==> src/hw/mcu_fe_pkg.sv <==
// shared constants, types and carriers of the mcu bus front end
package mcu_fe_pkg;

	// ----------------------------------------
	// widths and pin bundle layout
	// ----------------------------------------
	localparam int ADDR_W    = 20;
	localparam int DATA_W    = 8;
	localparam int LOGIC_A_W = 16;
	localparam int PIN_W     = 28;
	localparam int LO_LSB    = 0;
	localparam int HI_LSB    = 8;
	localparam int SD_LSB    = 16;
	localparam int CTL_LSB   = 24;
	localparam int STRB_BIT  = 27;
	localparam int BURST_LSB = 4;

	// ----------------------------------------
	// reset and drive-enable values
	// ----------------------------------------
	localparam logic [DATA_W-1:0] OE_RST    = 8'h00;
	localparam logic [DATA_W-1:0] OE_ON     = 8'hFF;
	localparam logic              ABORT_RST = 1'b1;
	localparam logic              SYNC_RST  = 1'b1;

	// ----------------------------------------
	// modes, states and carriers
	// ----------------------------------------
	typedef enum logic [1:0] {
		STYLE_MUX    = 2'h0,
		STYLE_NONMUX = 2'h1,
		STYLE_PAGE   = 2'h2,
		STYLE_BURST  = 2'h3
	} bus_style_e;

	typedef enum logic [1:0] {
		C1_READ_N    = 2'h0,
		C1_ECLK      = 2'h1,
		C1_DSTROBE_N = 2'h2,
		C1_FETCH_N   = 2'h3
	} ctl1_mode_e;

	typedef enum logic [1:0] {
		CYC_IDLE = 2'h0,
		CYC_ADDR = 2'h1,
		CYC_HOLD = 2'h2
	} cyc_e;

	typedef struct packed {
		bus_style_e style;
		logic       strobe_alt;
		logic       ctl0_rw;
		ctl1_mode_e ctl1;
		logic       ctl2_fetch;
	} bus_cfg_s;

	typedef struct packed {
		logic read;
		logic write;
		logic prog_fetch;
		logic generic_in;
	} bus_ctrl_s;

endpackage

==> src/hw/pin_sync.sv <==
// three-stage pin synchroniser with agreement filter
`timescale 1ns/1ps
module pin_sync #(
	parameter int WIDTH = 8
) (
	input  wire logic             clk,   // core clock
	input  wire logic             rst_n, // async reset, low
	input  wire logic [WIDTH-1:0] din,   // raw pin levels
	output logic      [WIDTH-1:0] dout   // filtered levels
);

	logic [WIDTH-1:0] s1_q;
	logic [WIDTH-1:0] s2_q;
	logic [WIDTH-1:0] s3_q;

	// ----------------------------------------
	// per-bit chain, change taken when 2 and 3 agree
	// ----------------------------------------
	for (genvar i = 0; i < WIDTH; i++)
	begin : g_bit
		always_ff @(posedge clk or negedge rst_n)
		begin
			if (!rst_n)
			begin
				s1_q[i] <= mcu_fe_pkg::SYNC_RST;
				s2_q[i] <= mcu_fe_pkg::SYNC_RST;
				s3_q[i] <= mcu_fe_pkg::SYNC_RST;
				dout[i] <= mcu_fe_pkg::SYNC_RST;
			end
			else
			begin
				s1_q[i] <= din[i];
				s2_q[i] <= s1_q[i];
				s3_q[i] <= s2_q[i];
				if (s2_q[i] == s3_q[i])
					dout[i] <= s3_q[i];
			end
		end
	end

endmodule

==> src/hw/ctl_decode.sv <==
// decode of the three bus control inputs
`timescale 1ns/1ps
module ctl_decode (
	input  wire logic                 c0,   // control_in_zero, synced
	input  wire logic                 c1,   // control_in_one, synced
	input  wire logic                 c2,   // control_in_two, synced
	input  wire mcu_fe_pkg::bus_cfg_s cfg,  // bus style
	output mcu_fe_pkg::bus_ctrl_s     ctrl  // decoded strobes
);

	logic strb1;
	logic fetch2;

	always_comb
	begin
		// e clock is active high, the other styles low
		strb1 = (cfg.ctl1 == mcu_fe_pkg::C1_ECLK) ? c1 : ~c1;
		fetch2 = cfg.ctl2_fetch & ~c2;
		ctrl = '0;
		if (cfg.ctl0_rw)
		begin
			// line is direction only, strobe qualifies
			ctrl.read  = (strb1 & c0) | fetch2;
			ctrl.write = strb1 & ~c0;
		end
		else
		begin
			ctrl.read  = strb1 | fetch2;
			ctrl.write = ~c0;
		end
		ctrl.prog_fetch = fetch2 | ((cfg.ctl1 == mcu_fe_pkg::C1_FETCH_N) & ~c1);
		ctrl.generic_in = cfg.ctl2_fetch ? 1'b0 : c2;
	end

endmodule

==> src/hw/mcu_bus_front_end.sv <==
// front end facing an 8-bit mcu parallel address/data bus
//
// How it works
// - strobe latches both ports, held through cycle
// - alternate strobe latches on rising edge
// - drive data only on read with unit selected
// - port addresses forwarded to logic arrays
// - multiplexed: low port address/data, high upper
// - non-multiplexed: both ports address, data separate
// - page mode: data exchanged on high port
// - burst: low A4-A11/data, high A12-A19
// - control zero: write strobe or read/write
// - control one: read, enable clock, data strobe
// - control one accepts program-fetch as read
// - control inputs routed to logic arrays
// - control two: fetch select or generic input
// - flash moves to data space during update
// - reset initialises ports, synchronisers, latched address, flash space
// - reset aborts flash program or erase
`timescale 1ns/1ps
module mcu_bus_front_end (
	input  wire logic                 CORE_CLK,             // core clock, 40 MHz
	input  wire logic                 NRST,                 // async reset, low
	input  wire mcu_fe_pkg::bus_cfg_s CFG,                  // static bus style
	input  wire logic [7:0]           LOW_ADDR_DATA_PORT_I,  // low port level
	output logic      [7:0]           LOW_ADDR_DATA_PORT_O,  // low port drive
	output logic      [7:0]           LOW_ADDR_DATA_PORT_OE, // low port enable
	input  wire logic [7:0]           HIGH_ADDR_DATA_PORT_I, // high port level
	output logic      [7:0]           HIGH_ADDR_DATA_PORT_O, // high port drive
	output logic      [7:0]           HIGH_ADDR_DATA_PORT_OE,// high port enable
	input  wire logic [7:0]           SEP_DATA_PORT_I,      // separate data level
	output logic      [7:0]           SEP_DATA_PORT_O,      // separate data drive
	output logic      [7:0]           SEP_DATA_PORT_OE,     // separate data enable
	input  wire logic                 CONTROL_IN_ZERO,      // write / read-write
	input  wire logic                 CONTROL_IN_ONE,       // read / e / data strobe / fetch
	input  wire logic                 CONTROL_IN_TWO,       // fetch select / generic
	input  wire logic                 ADDR_STROBE_ALT,      // address strobe pin
	input  wire logic                 UNIT_SEL,             // a unit decoded
	input  wire logic [7:0]           READ_DATA,            // data from units
	input  wire logic                 IN_APPLICATION_UPDATE,// flash to data space
	output logic      [19:0]          LATCHED_ADDR,         // held bus address
	output logic                      ADDR_VALID,           // address held
	output logic      [15:0]          LOGIC_ADDR,           // live port address
	output mcu_fe_pkg::bus_ctrl_s     LOGIC_CTRL,           // decoded controls
	output logic      [2:0]           LOGIC_CTL_RAW,        // synced control pins
	output logic                      READ_ACTIVE,          // read in progress
	output logic                      WRITE_PULSE,          // write done, 1 cycle
	output logic      [7:0]           WRITE_DATA,           // data of last write
	output logic                      PROG_FETCH,           // program space fetch
	output logic                      FLASH_DATA_SPACE,     // flash in data space
	output logic                      FLASH_ABORT           // abort flash cycle
);

	// ----------------------------------------
	// pin synchronisation
	// ----------------------------------------
	logic [mcu_fe_pkg::PIN_W-1:0] pins_raw;
	logic [mcu_fe_pkg::PIN_W-1:0] pins_s;
	logic [7:0]                   lo_s;
	logic [7:0]                   hi_s;
	logic [7:0]                   sd_s;
	logic [2:0]                   c_s;
	logic                         strb_s;

	assign pins_raw = {ADDR_STROBE_ALT, CONTROL_IN_TWO, CONTROL_IN_ONE, CONTROL_IN_ZERO,
		SEP_DATA_PORT_I, HIGH_ADDR_DATA_PORT_I, LOW_ADDR_DATA_PORT_I};

	pin_sync #(
		.WIDTH (mcu_fe_pkg::PIN_W)
	) u_sync (
		.clk   (CORE_CLK),
		.rst_n (NRST),
		.din   (pins_raw),
		.dout  (pins_s)
	);

	assign lo_s   = pins_s[mcu_fe_pkg::LO_LSB +: 8];
	assign hi_s   = pins_s[mcu_fe_pkg::HI_LSB +: 8];
	assign sd_s   = pins_s[mcu_fe_pkg::SD_LSB +: 8];
	assign c_s    = pins_s[mcu_fe_pkg::CTL_LSB +: 3];
	assign strb_s = pins_s[mcu_fe_pkg::STRB_BIT];

	// ----------------------------------------
	// control decode
	// ----------------------------------------
	mcu_fe_pkg::bus_ctrl_s ctrl;

	ctl_decode u_dec (
		.c0   (c_s[0]),
		.c1   (c_s[1]),
		.c2   (c_s[2]),
		.cfg  (CFG),
		.ctrl (ctrl)
	);

	assign LOGIC_CTRL    = ctrl;
	assign LOGIC_CTL_RAW = c_s;
	assign READ_ACTIVE = ctrl.read;
	assign PROG_FETCH  = ctrl.prog_fetch & ~FLASH_DATA_SPACE;

	// ----------------------------------------
	// address and data steering per bus style
	// ----------------------------------------
	logic [19:0] addr_live;
	logic [7:0]  data_live;

	always_comb
	begin
		case (CFG.style)
			mcu_fe_pkg::STYLE_BURST:
				addr_live = {hi_s, lo_s, 4'h0};
			default:
				addr_live = {4'h0, hi_s, lo_s};
		endcase
		case (CFG.style)
			mcu_fe_pkg::STYLE_NONMUX:
				data_live = sd_s;
			mcu_fe_pkg::STYLE_PAGE:
				data_live = hi_s;
			default:
				data_live = lo_s;
		endcase
	end

	assign LOGIC_ADDR = {hi_s, lo_s};

	// ----------------------------------------
	// address strobe and bus cycle tracking
	// ----------------------------------------
	logic        strb_act;
	logic        strb_act_q;
	logic        strb_armed_q;
	logic        capture;
	logic        acc_seen_q;
	logic [19:0] addr_q;
	mcu_fe_pkg::cyc_e state_q;

	// alternate strobe: low phase, latch at rising edge
	assign strb_act = CFG.strobe_alt ? ~strb_s : strb_s;
	assign capture  = strb_act_q & ~strb_act & strb_armed_q;

	// armed only once strobe seen idle, no false edge out of reset
	always_ff @(posedge CORE_CLK or negedge NRST)
	begin
		if (!NRST)
		begin
			strb_act_q   <= 1'b0;
			strb_armed_q <= 1'b0;
		end
		else
		begin
			strb_act_q <= strb_act;
			if (!strb_act)
				strb_armed_q <= 1'b1;
		end
	end

	always_ff @(posedge CORE_CLK or negedge NRST)
	begin
		if (!NRST)
			addr_q <= '0;
		else if (capture)
			addr_q <= addr_live;
	end

	always_ff @(posedge CORE_CLK or negedge NRST)
	begin
		if (!NRST)
			state_q <= mcu_fe_pkg::CYC_IDLE;
		else
		begin
			case (state_q)
				mcu_fe_pkg::CYC_IDLE:
					if (strb_act)
						state_q <= mcu_fe_pkg::CYC_ADDR;
				mcu_fe_pkg::CYC_ADDR:
					if (capture)
						state_q <= mcu_fe_pkg::CYC_HOLD;
				mcu_fe_pkg::CYC_HOLD:
					if (strb_act)
						state_q <= mcu_fe_pkg::CYC_ADDR;
					else if (acc_seen_q && !(ctrl.read || ctrl.write))
						state_q <= mcu_fe_pkg::CYC_IDLE;
				default:
					state_q <= mcu_fe_pkg::CYC_IDLE;
			endcase
		end
	end

	always_ff @(posedge CORE_CLK or negedge NRST)
	begin
		if (!NRST)
			acc_seen_q <= 1'b0;
		else if (state_q != mcu_fe_pkg::CYC_HOLD)
			acc_seen_q <= 1'b0;
		else if (ctrl.read || ctrl.write)
			acc_seen_q <= 1'b1;
	end

	assign LATCHED_ADDR = addr_q;
	assign ADDR_VALID   = (state_q == mcu_fe_pkg::CYC_HOLD);

	// ----------------------------------------
	// read drive
	// ----------------------------------------
	logic [7:0] dout_q;
	logic       lo_en_q;
	logic       hi_en_q;
	logic       sd_en_q;
	logic       drive;

	assign drive = ctrl.read & UNIT_SEL;

	always_ff @(posedge CORE_CLK or negedge NRST)
	begin
		if (!NRST)
		begin
			lo_en_q <= 1'b0;
			hi_en_q <= 1'b0;
			sd_en_q <= 1'b0;
			dout_q  <= '0;
		end
		else
		begin
			lo_en_q <= drive && (CFG.style == mcu_fe_pkg::STYLE_MUX ||
				CFG.style == mcu_fe_pkg::STYLE_BURST);
			hi_en_q <= drive && (CFG.style == mcu_fe_pkg::STYLE_PAGE);
			sd_en_q <= drive && (CFG.style == mcu_fe_pkg::STYLE_NONMUX);
			dout_q  <= READ_DATA;
		end
	end

	assign LOW_ADDR_DATA_PORT_O   = dout_q;
	assign HIGH_ADDR_DATA_PORT_O  = dout_q;
	assign SEP_DATA_PORT_O        = dout_q;
	assign LOW_ADDR_DATA_PORT_OE  = lo_en_q ? mcu_fe_pkg::OE_ON : mcu_fe_pkg::OE_RST;
	assign HIGH_ADDR_DATA_PORT_OE = hi_en_q ? mcu_fe_pkg::OE_ON : mcu_fe_pkg::OE_RST;
	assign SEP_DATA_PORT_OE       = sd_en_q ? mcu_fe_pkg::OE_ON : mcu_fe_pkg::OE_RST;

	// ----------------------------------------
	// write capture
	// ----------------------------------------
	logic       wr_q;
	logic       wr_pulse_q;
	logic [7:0] wdata_q;

	always_ff @(posedge CORE_CLK or negedge NRST)
	begin
		if (!NRST)
		begin
			wr_q       <= 1'b0;
			wr_pulse_q <= 1'b0;
		end
		else
		begin
			wr_q       <= ctrl.write;
			wr_pulse_q <= wr_q & ~ctrl.write;
		end
	end

	// data sampled while strobe active, last value kept
	always_ff @(posedge CORE_CLK or negedge NRST)
	begin
		if (!NRST)
			wdata_q <= '0;
		else if (ctrl.write)
			wdata_q <= data_live;
	end

	assign WRITE_PULSE = wr_pulse_q;
	assign WRITE_DATA  = wdata_q;

	// ----------------------------------------
	// flash space and reset abort
	// ----------------------------------------
	logic upd_q;
	logic abort_q;

	// space swaps only between bus cycles
	always_ff @(posedge CORE_CLK or negedge NRST)
	begin
		if (!NRST)
			upd_q <= 1'b0;
		else if (state_q == mcu_fe_pkg::CYC_IDLE)
			upd_q <= IN_APPLICATION_UPDATE;
	end

	// held high through reset, cleared at the first edge after
	always_ff @(posedge CORE_CLK or negedge NRST)
	begin
		if (!NRST)
			abort_q <= mcu_fe_pkg::ABORT_RST;
		else
			abort_q <= 1'b0;
	end

	assign FLASH_DATA_SPACE = upd_q;
	assign FLASH_ABORT      = abort_q;
endmodule

==> config.mk <==
export PLATFORM = sky130hd
export DESIGN_NAME = mcu_bus_front_end
export DESIGN_NICKNAME = d
export VERILOG_FILES = /design/src/hw/mcu_fe_pkg.sv /design/src/hw/pin_sync.sv /design/src/hw/ctl_decode.sv /design/src/hw/mcu_bus_front_end.sv
export SDC_FILE = /design/constraint.sdc
export NUM_CORES = 1
export LEC_CHECK = 0
export BUFFER_PORTS_ARGS = -buffer_cell sky130_fd_sc_hd__buf_2
export CAP_MARGIN = 20
export CORE_UTILIZATION = 52
export DETAILED_ROUTE_END_ITERATION = 10
export PLACE_DENSITY = 0.79
export SETUP_SLACK_MARGIN = 0.5
export SLEW_MARGIN = 10
export SYNTH_ARGS = -nofsm -noshare
export SYNTH_HDL_FRONTEND = slang
export SYNTH_SLANG_ARGS = --single-unit
==> constraint.sdc <==
create_clock -name CORE_CLK -period 1.7 [get_ports CORE_CLK]
set_input_delay 0.17 -clock CORE_CLK [delete_from_list [all_inputs] [get_ports CORE_CLK]]
set_output_delay 0.17 -clock CORE_CLK [all_outputs]
set_load 0.02 [all_outputs]
==> flow_summary.yaml <==
clocking:
  cts_tree: "done"
  path_clk_slew_ns: 0.07
  htree_levels: 4
  clock_path_buffers: 2
  numCtsBuffers: 17
  clock-root-buffer: "clkbuf_8"
  clock_latency_ns: 0.53
  cts.sinks: 160
placement:
  gp_routability_congestion: 0.7360
  dp_cells: 608
  pre_cts_ws_ns: 0.1296
  place_area_um2: 6290
  dp_hpwl_um: 6944
  io_buffers: 151
timing:
  setup-violations-final: 10
  min_period_ns: 1.796
  fin_crit_sh_pct: 105.6
  fmax_mhz: 556.9
  setup_ws_ns: -0.09574
  fin_tns_setup_ns: -0.4150
  fin_worst_skew_ns: 0.01073
  hold_viol_final: 0
  slew_viol_final: 0
  rsz0062_at_grt: "true"
global_routing:
  grt_overflow_total: 0
  grt_use_met3_pct: 6.444
  grt.busiest_layer: "met2"
  grt_use_met1_pct: 30.58
  use_met2_pct: 47.97
  grt_pass1_wl_um: 22420
  grt_pass1_vias: 4074
  grt_use_total_pct: 27.18
  grt_max_degree: 44
  antenna_found_initial: 0
final_layout:
  stdcell_count: 755
  final_area_um2: 9025
  fin_util_pct: 85.88
  drive_gt1_share_pct: 72.05
  final_common_cell: "buf_6"
  final_cell_mix: "buf_6 (120), dfstp_2 (113), buf_4 (56)"
  nets: 656
  antenna_cells: 0
  synthToLayoutAreaGrowth_pct: 57.39
drt:
  ant_nets: 0
  drt_iter0_markers: 276
  drc: 0
  avgRoutedWirePerCell_um: 21.63
  viasPerCell: 5.192
  num_vias: 3920
  firstDrtPassIters: 4
  wirelength_um: 16330
status:
  failed_checks: "setup timing"
  outcome: "complete, but fails checks"
floorplan:
  start_util_pct: 54.57
  die_area_um2: 11450
  num_rows: 37
  core-area_um2: 10510
  fp.dieH_um: 107.0
  ios: 152
  die-width_um: 107.0
critical_path:
  worstPathRequired_ns: 1.53
  worstSetupPathType: "reg -> out"
  worst_path_max_delay_cell: "dfstp_2"
  reg2reg_depth: 6
  cp_slowest_stage_delay_ns: 0.62
  crit_path_cell_trace: "nor2b_1 -> o21ai_4 -> buf_6"
  cp_max_fo: 5
  cp.arrival_ns: 1.63
  worstSetupStartpointType: "register"
  crit_path_end_kind: "output pin"
pwr:
  ir_worst_vdd_v: 0.001014
  switching_share_pct: 29.23
  p_clk_share_pct: 32.1
  leakage_nw: 4.076
  power_density_nw_per_um2: 1330
  p_seq_share_pct: 40.0
  combPwrFrac_pct: 27.8
  p_switching_mw: 3.509
  p_int_mw: 8.497
yosys:
  synth_cell_types: 29
  syn_area_per_cell_um2: 14.89
  ys_seq_elements: 160
  yosysTopAreaCell: "dfstp_2"
  synthTopCellsByArea: "dfstp_2 (52%), dfrtp_1 (21%), buf_4 (7.9%)"
  synth_top_area_share_pct: 51.78
  yosys_warnings: 0
  syn-num-nets: 435
  synthCells: 385
  syn-cell-area_um2: 5734
  ys_seq_area_share_pct: 72.29
job:
  maxCapViolations: 0
hold_path:
  min_path_type: "in -> async"
## through the flow
| stage | power (mW) | hold slack (ns) |
|---|---|---|
| after floorplan | 5.774 | -0.1256 |
| after global placement | 6.246 | 0.1048 |
| after detailed placement | 6.317 | 0.1070 |
| after CTS | 11.35 | 0.07997 |
| after global routing | 12.40 | 0.1719 |
| final | 12.01 | 0.1637 |
## cells by family (layout without fill, tap and decap cells)
group,Yosys count,after routing,synth area share [%]
buf+inv,73,306,8.815
simple gates,61,62,4.975
compound gates,36,36,3.884
mux,21,21,3.862
fa+ha+maj,31,31,5.542
flops,160,160,72.29
xor+xnor,2,2,0.5673
other cells,1,1,0.06540
## critical path, delay by kind of cell, from the launching register on
family                 cells  cell delay (ns)
AO/OA/AOI/OAI              1             0.22
buffers and inverters      1             0.15
AND/OR/NAND/NOR            1             0.11
flip-flops                 1             0.62
## timing repair
item                                    4_1_cts  5_1_grt
endpoints found under the setup margin      141      142
buffers inserted                             52       19
hold endpoints to repair                    108        0
pin swaps                                    33        7
hold buffers                                 39        0
gates cloned                                  5        0
gates resized for setup                     276       52
## cells in the mapped netlist
cell type	n
nand3_1	5
a22oi_1	8
a21oi_4	1
or2_2	1
dfrtp_1	47
buf_2	5
and3_1	4
a31o_2	1
o22ai_1	2
o21ai_0	21
xnor2_2	2
nor2_1	1
clkbuf_1	5
nand3b_1	4
inv_1	3
o21a_1	1
nand2b_1	2
o211ai_1	1
dfstp_2	113
maj3_1	28
nand2_1	38
buf_4	60
o21ai_1	1
nor2b_1	5
mux2_2	9
ha_1	3
nand2b_2	1
mux2i_1	12
conb_1	1
## routing by layer
layer	part of all wire [%]	up-vias
li1	-	1669
met1	38	1997
met2	53	204
met3	5.2	50
met4	3.4	0
met5	0	-
## power by group through the flow
stage / Sequential (mW) / Combinational [mW] / Clock, mW
final: 4.81 / 3.34 / 3.86
after global placement: 4.72 / 1.52 / 0
after CTS: 4.71 / 2.80 / 3.84
after floorplan: 4.95 / 0.820 / 0
after global routing: 4.83 / 3.49 / 4.08
after detailed placement: 4.75 / 1.57 / 0
## cell type report
type / count / area (um2)
fill: 441 / 1484
clock buffer: 24 / 501.7
clock inverter: 8 / 101.3
tap: 136 / 170.2
multi-input combinational: 153 / 1481
inverter: 3 / 11.26
sequential: 160 / 4149
timing repair buffer: 271 / 2610
## final timing paths
| check | from | endpoint | slack [ns] |
|---|---|---|---|
| worst min-delay path | NRST | LATCHED_ADDR[16] | 0.16 |
| max in group asynchronous | NRST | u_sync.s1_q[7] | 0.84 |
| worst min register to register | u_sync.s1_q[10] | u_sync.s2_q[10] | 0.35 |
| min in group CORE_CLK | CFG[4] | strb_act_q | 0.21 |
| worst max-delay path | u_sync.dout[24] | READ_ACTIVE | -0.1 |
| worst max register to register | u_sync.dout[25] | WRITE_DATA[6] | -0.01 |
## flip-flops by register name, indices dropped and copies added (netlist names), 2 cells and up
| signal | flops |
|---|---|
| state_q | 2 |
| u_sync.s3_q | 28 |
| u_sync.dout | 28 |
| WRITE_DATA | 8 |
| HIGH_ADDR_DATA_PORT_O | 8 |
| u_sync.s1_q | 28 |
| LATCHED_ADDR | 20 |
| u_sync.s2_q | 28 |
(Power assumes the default switching activity.)
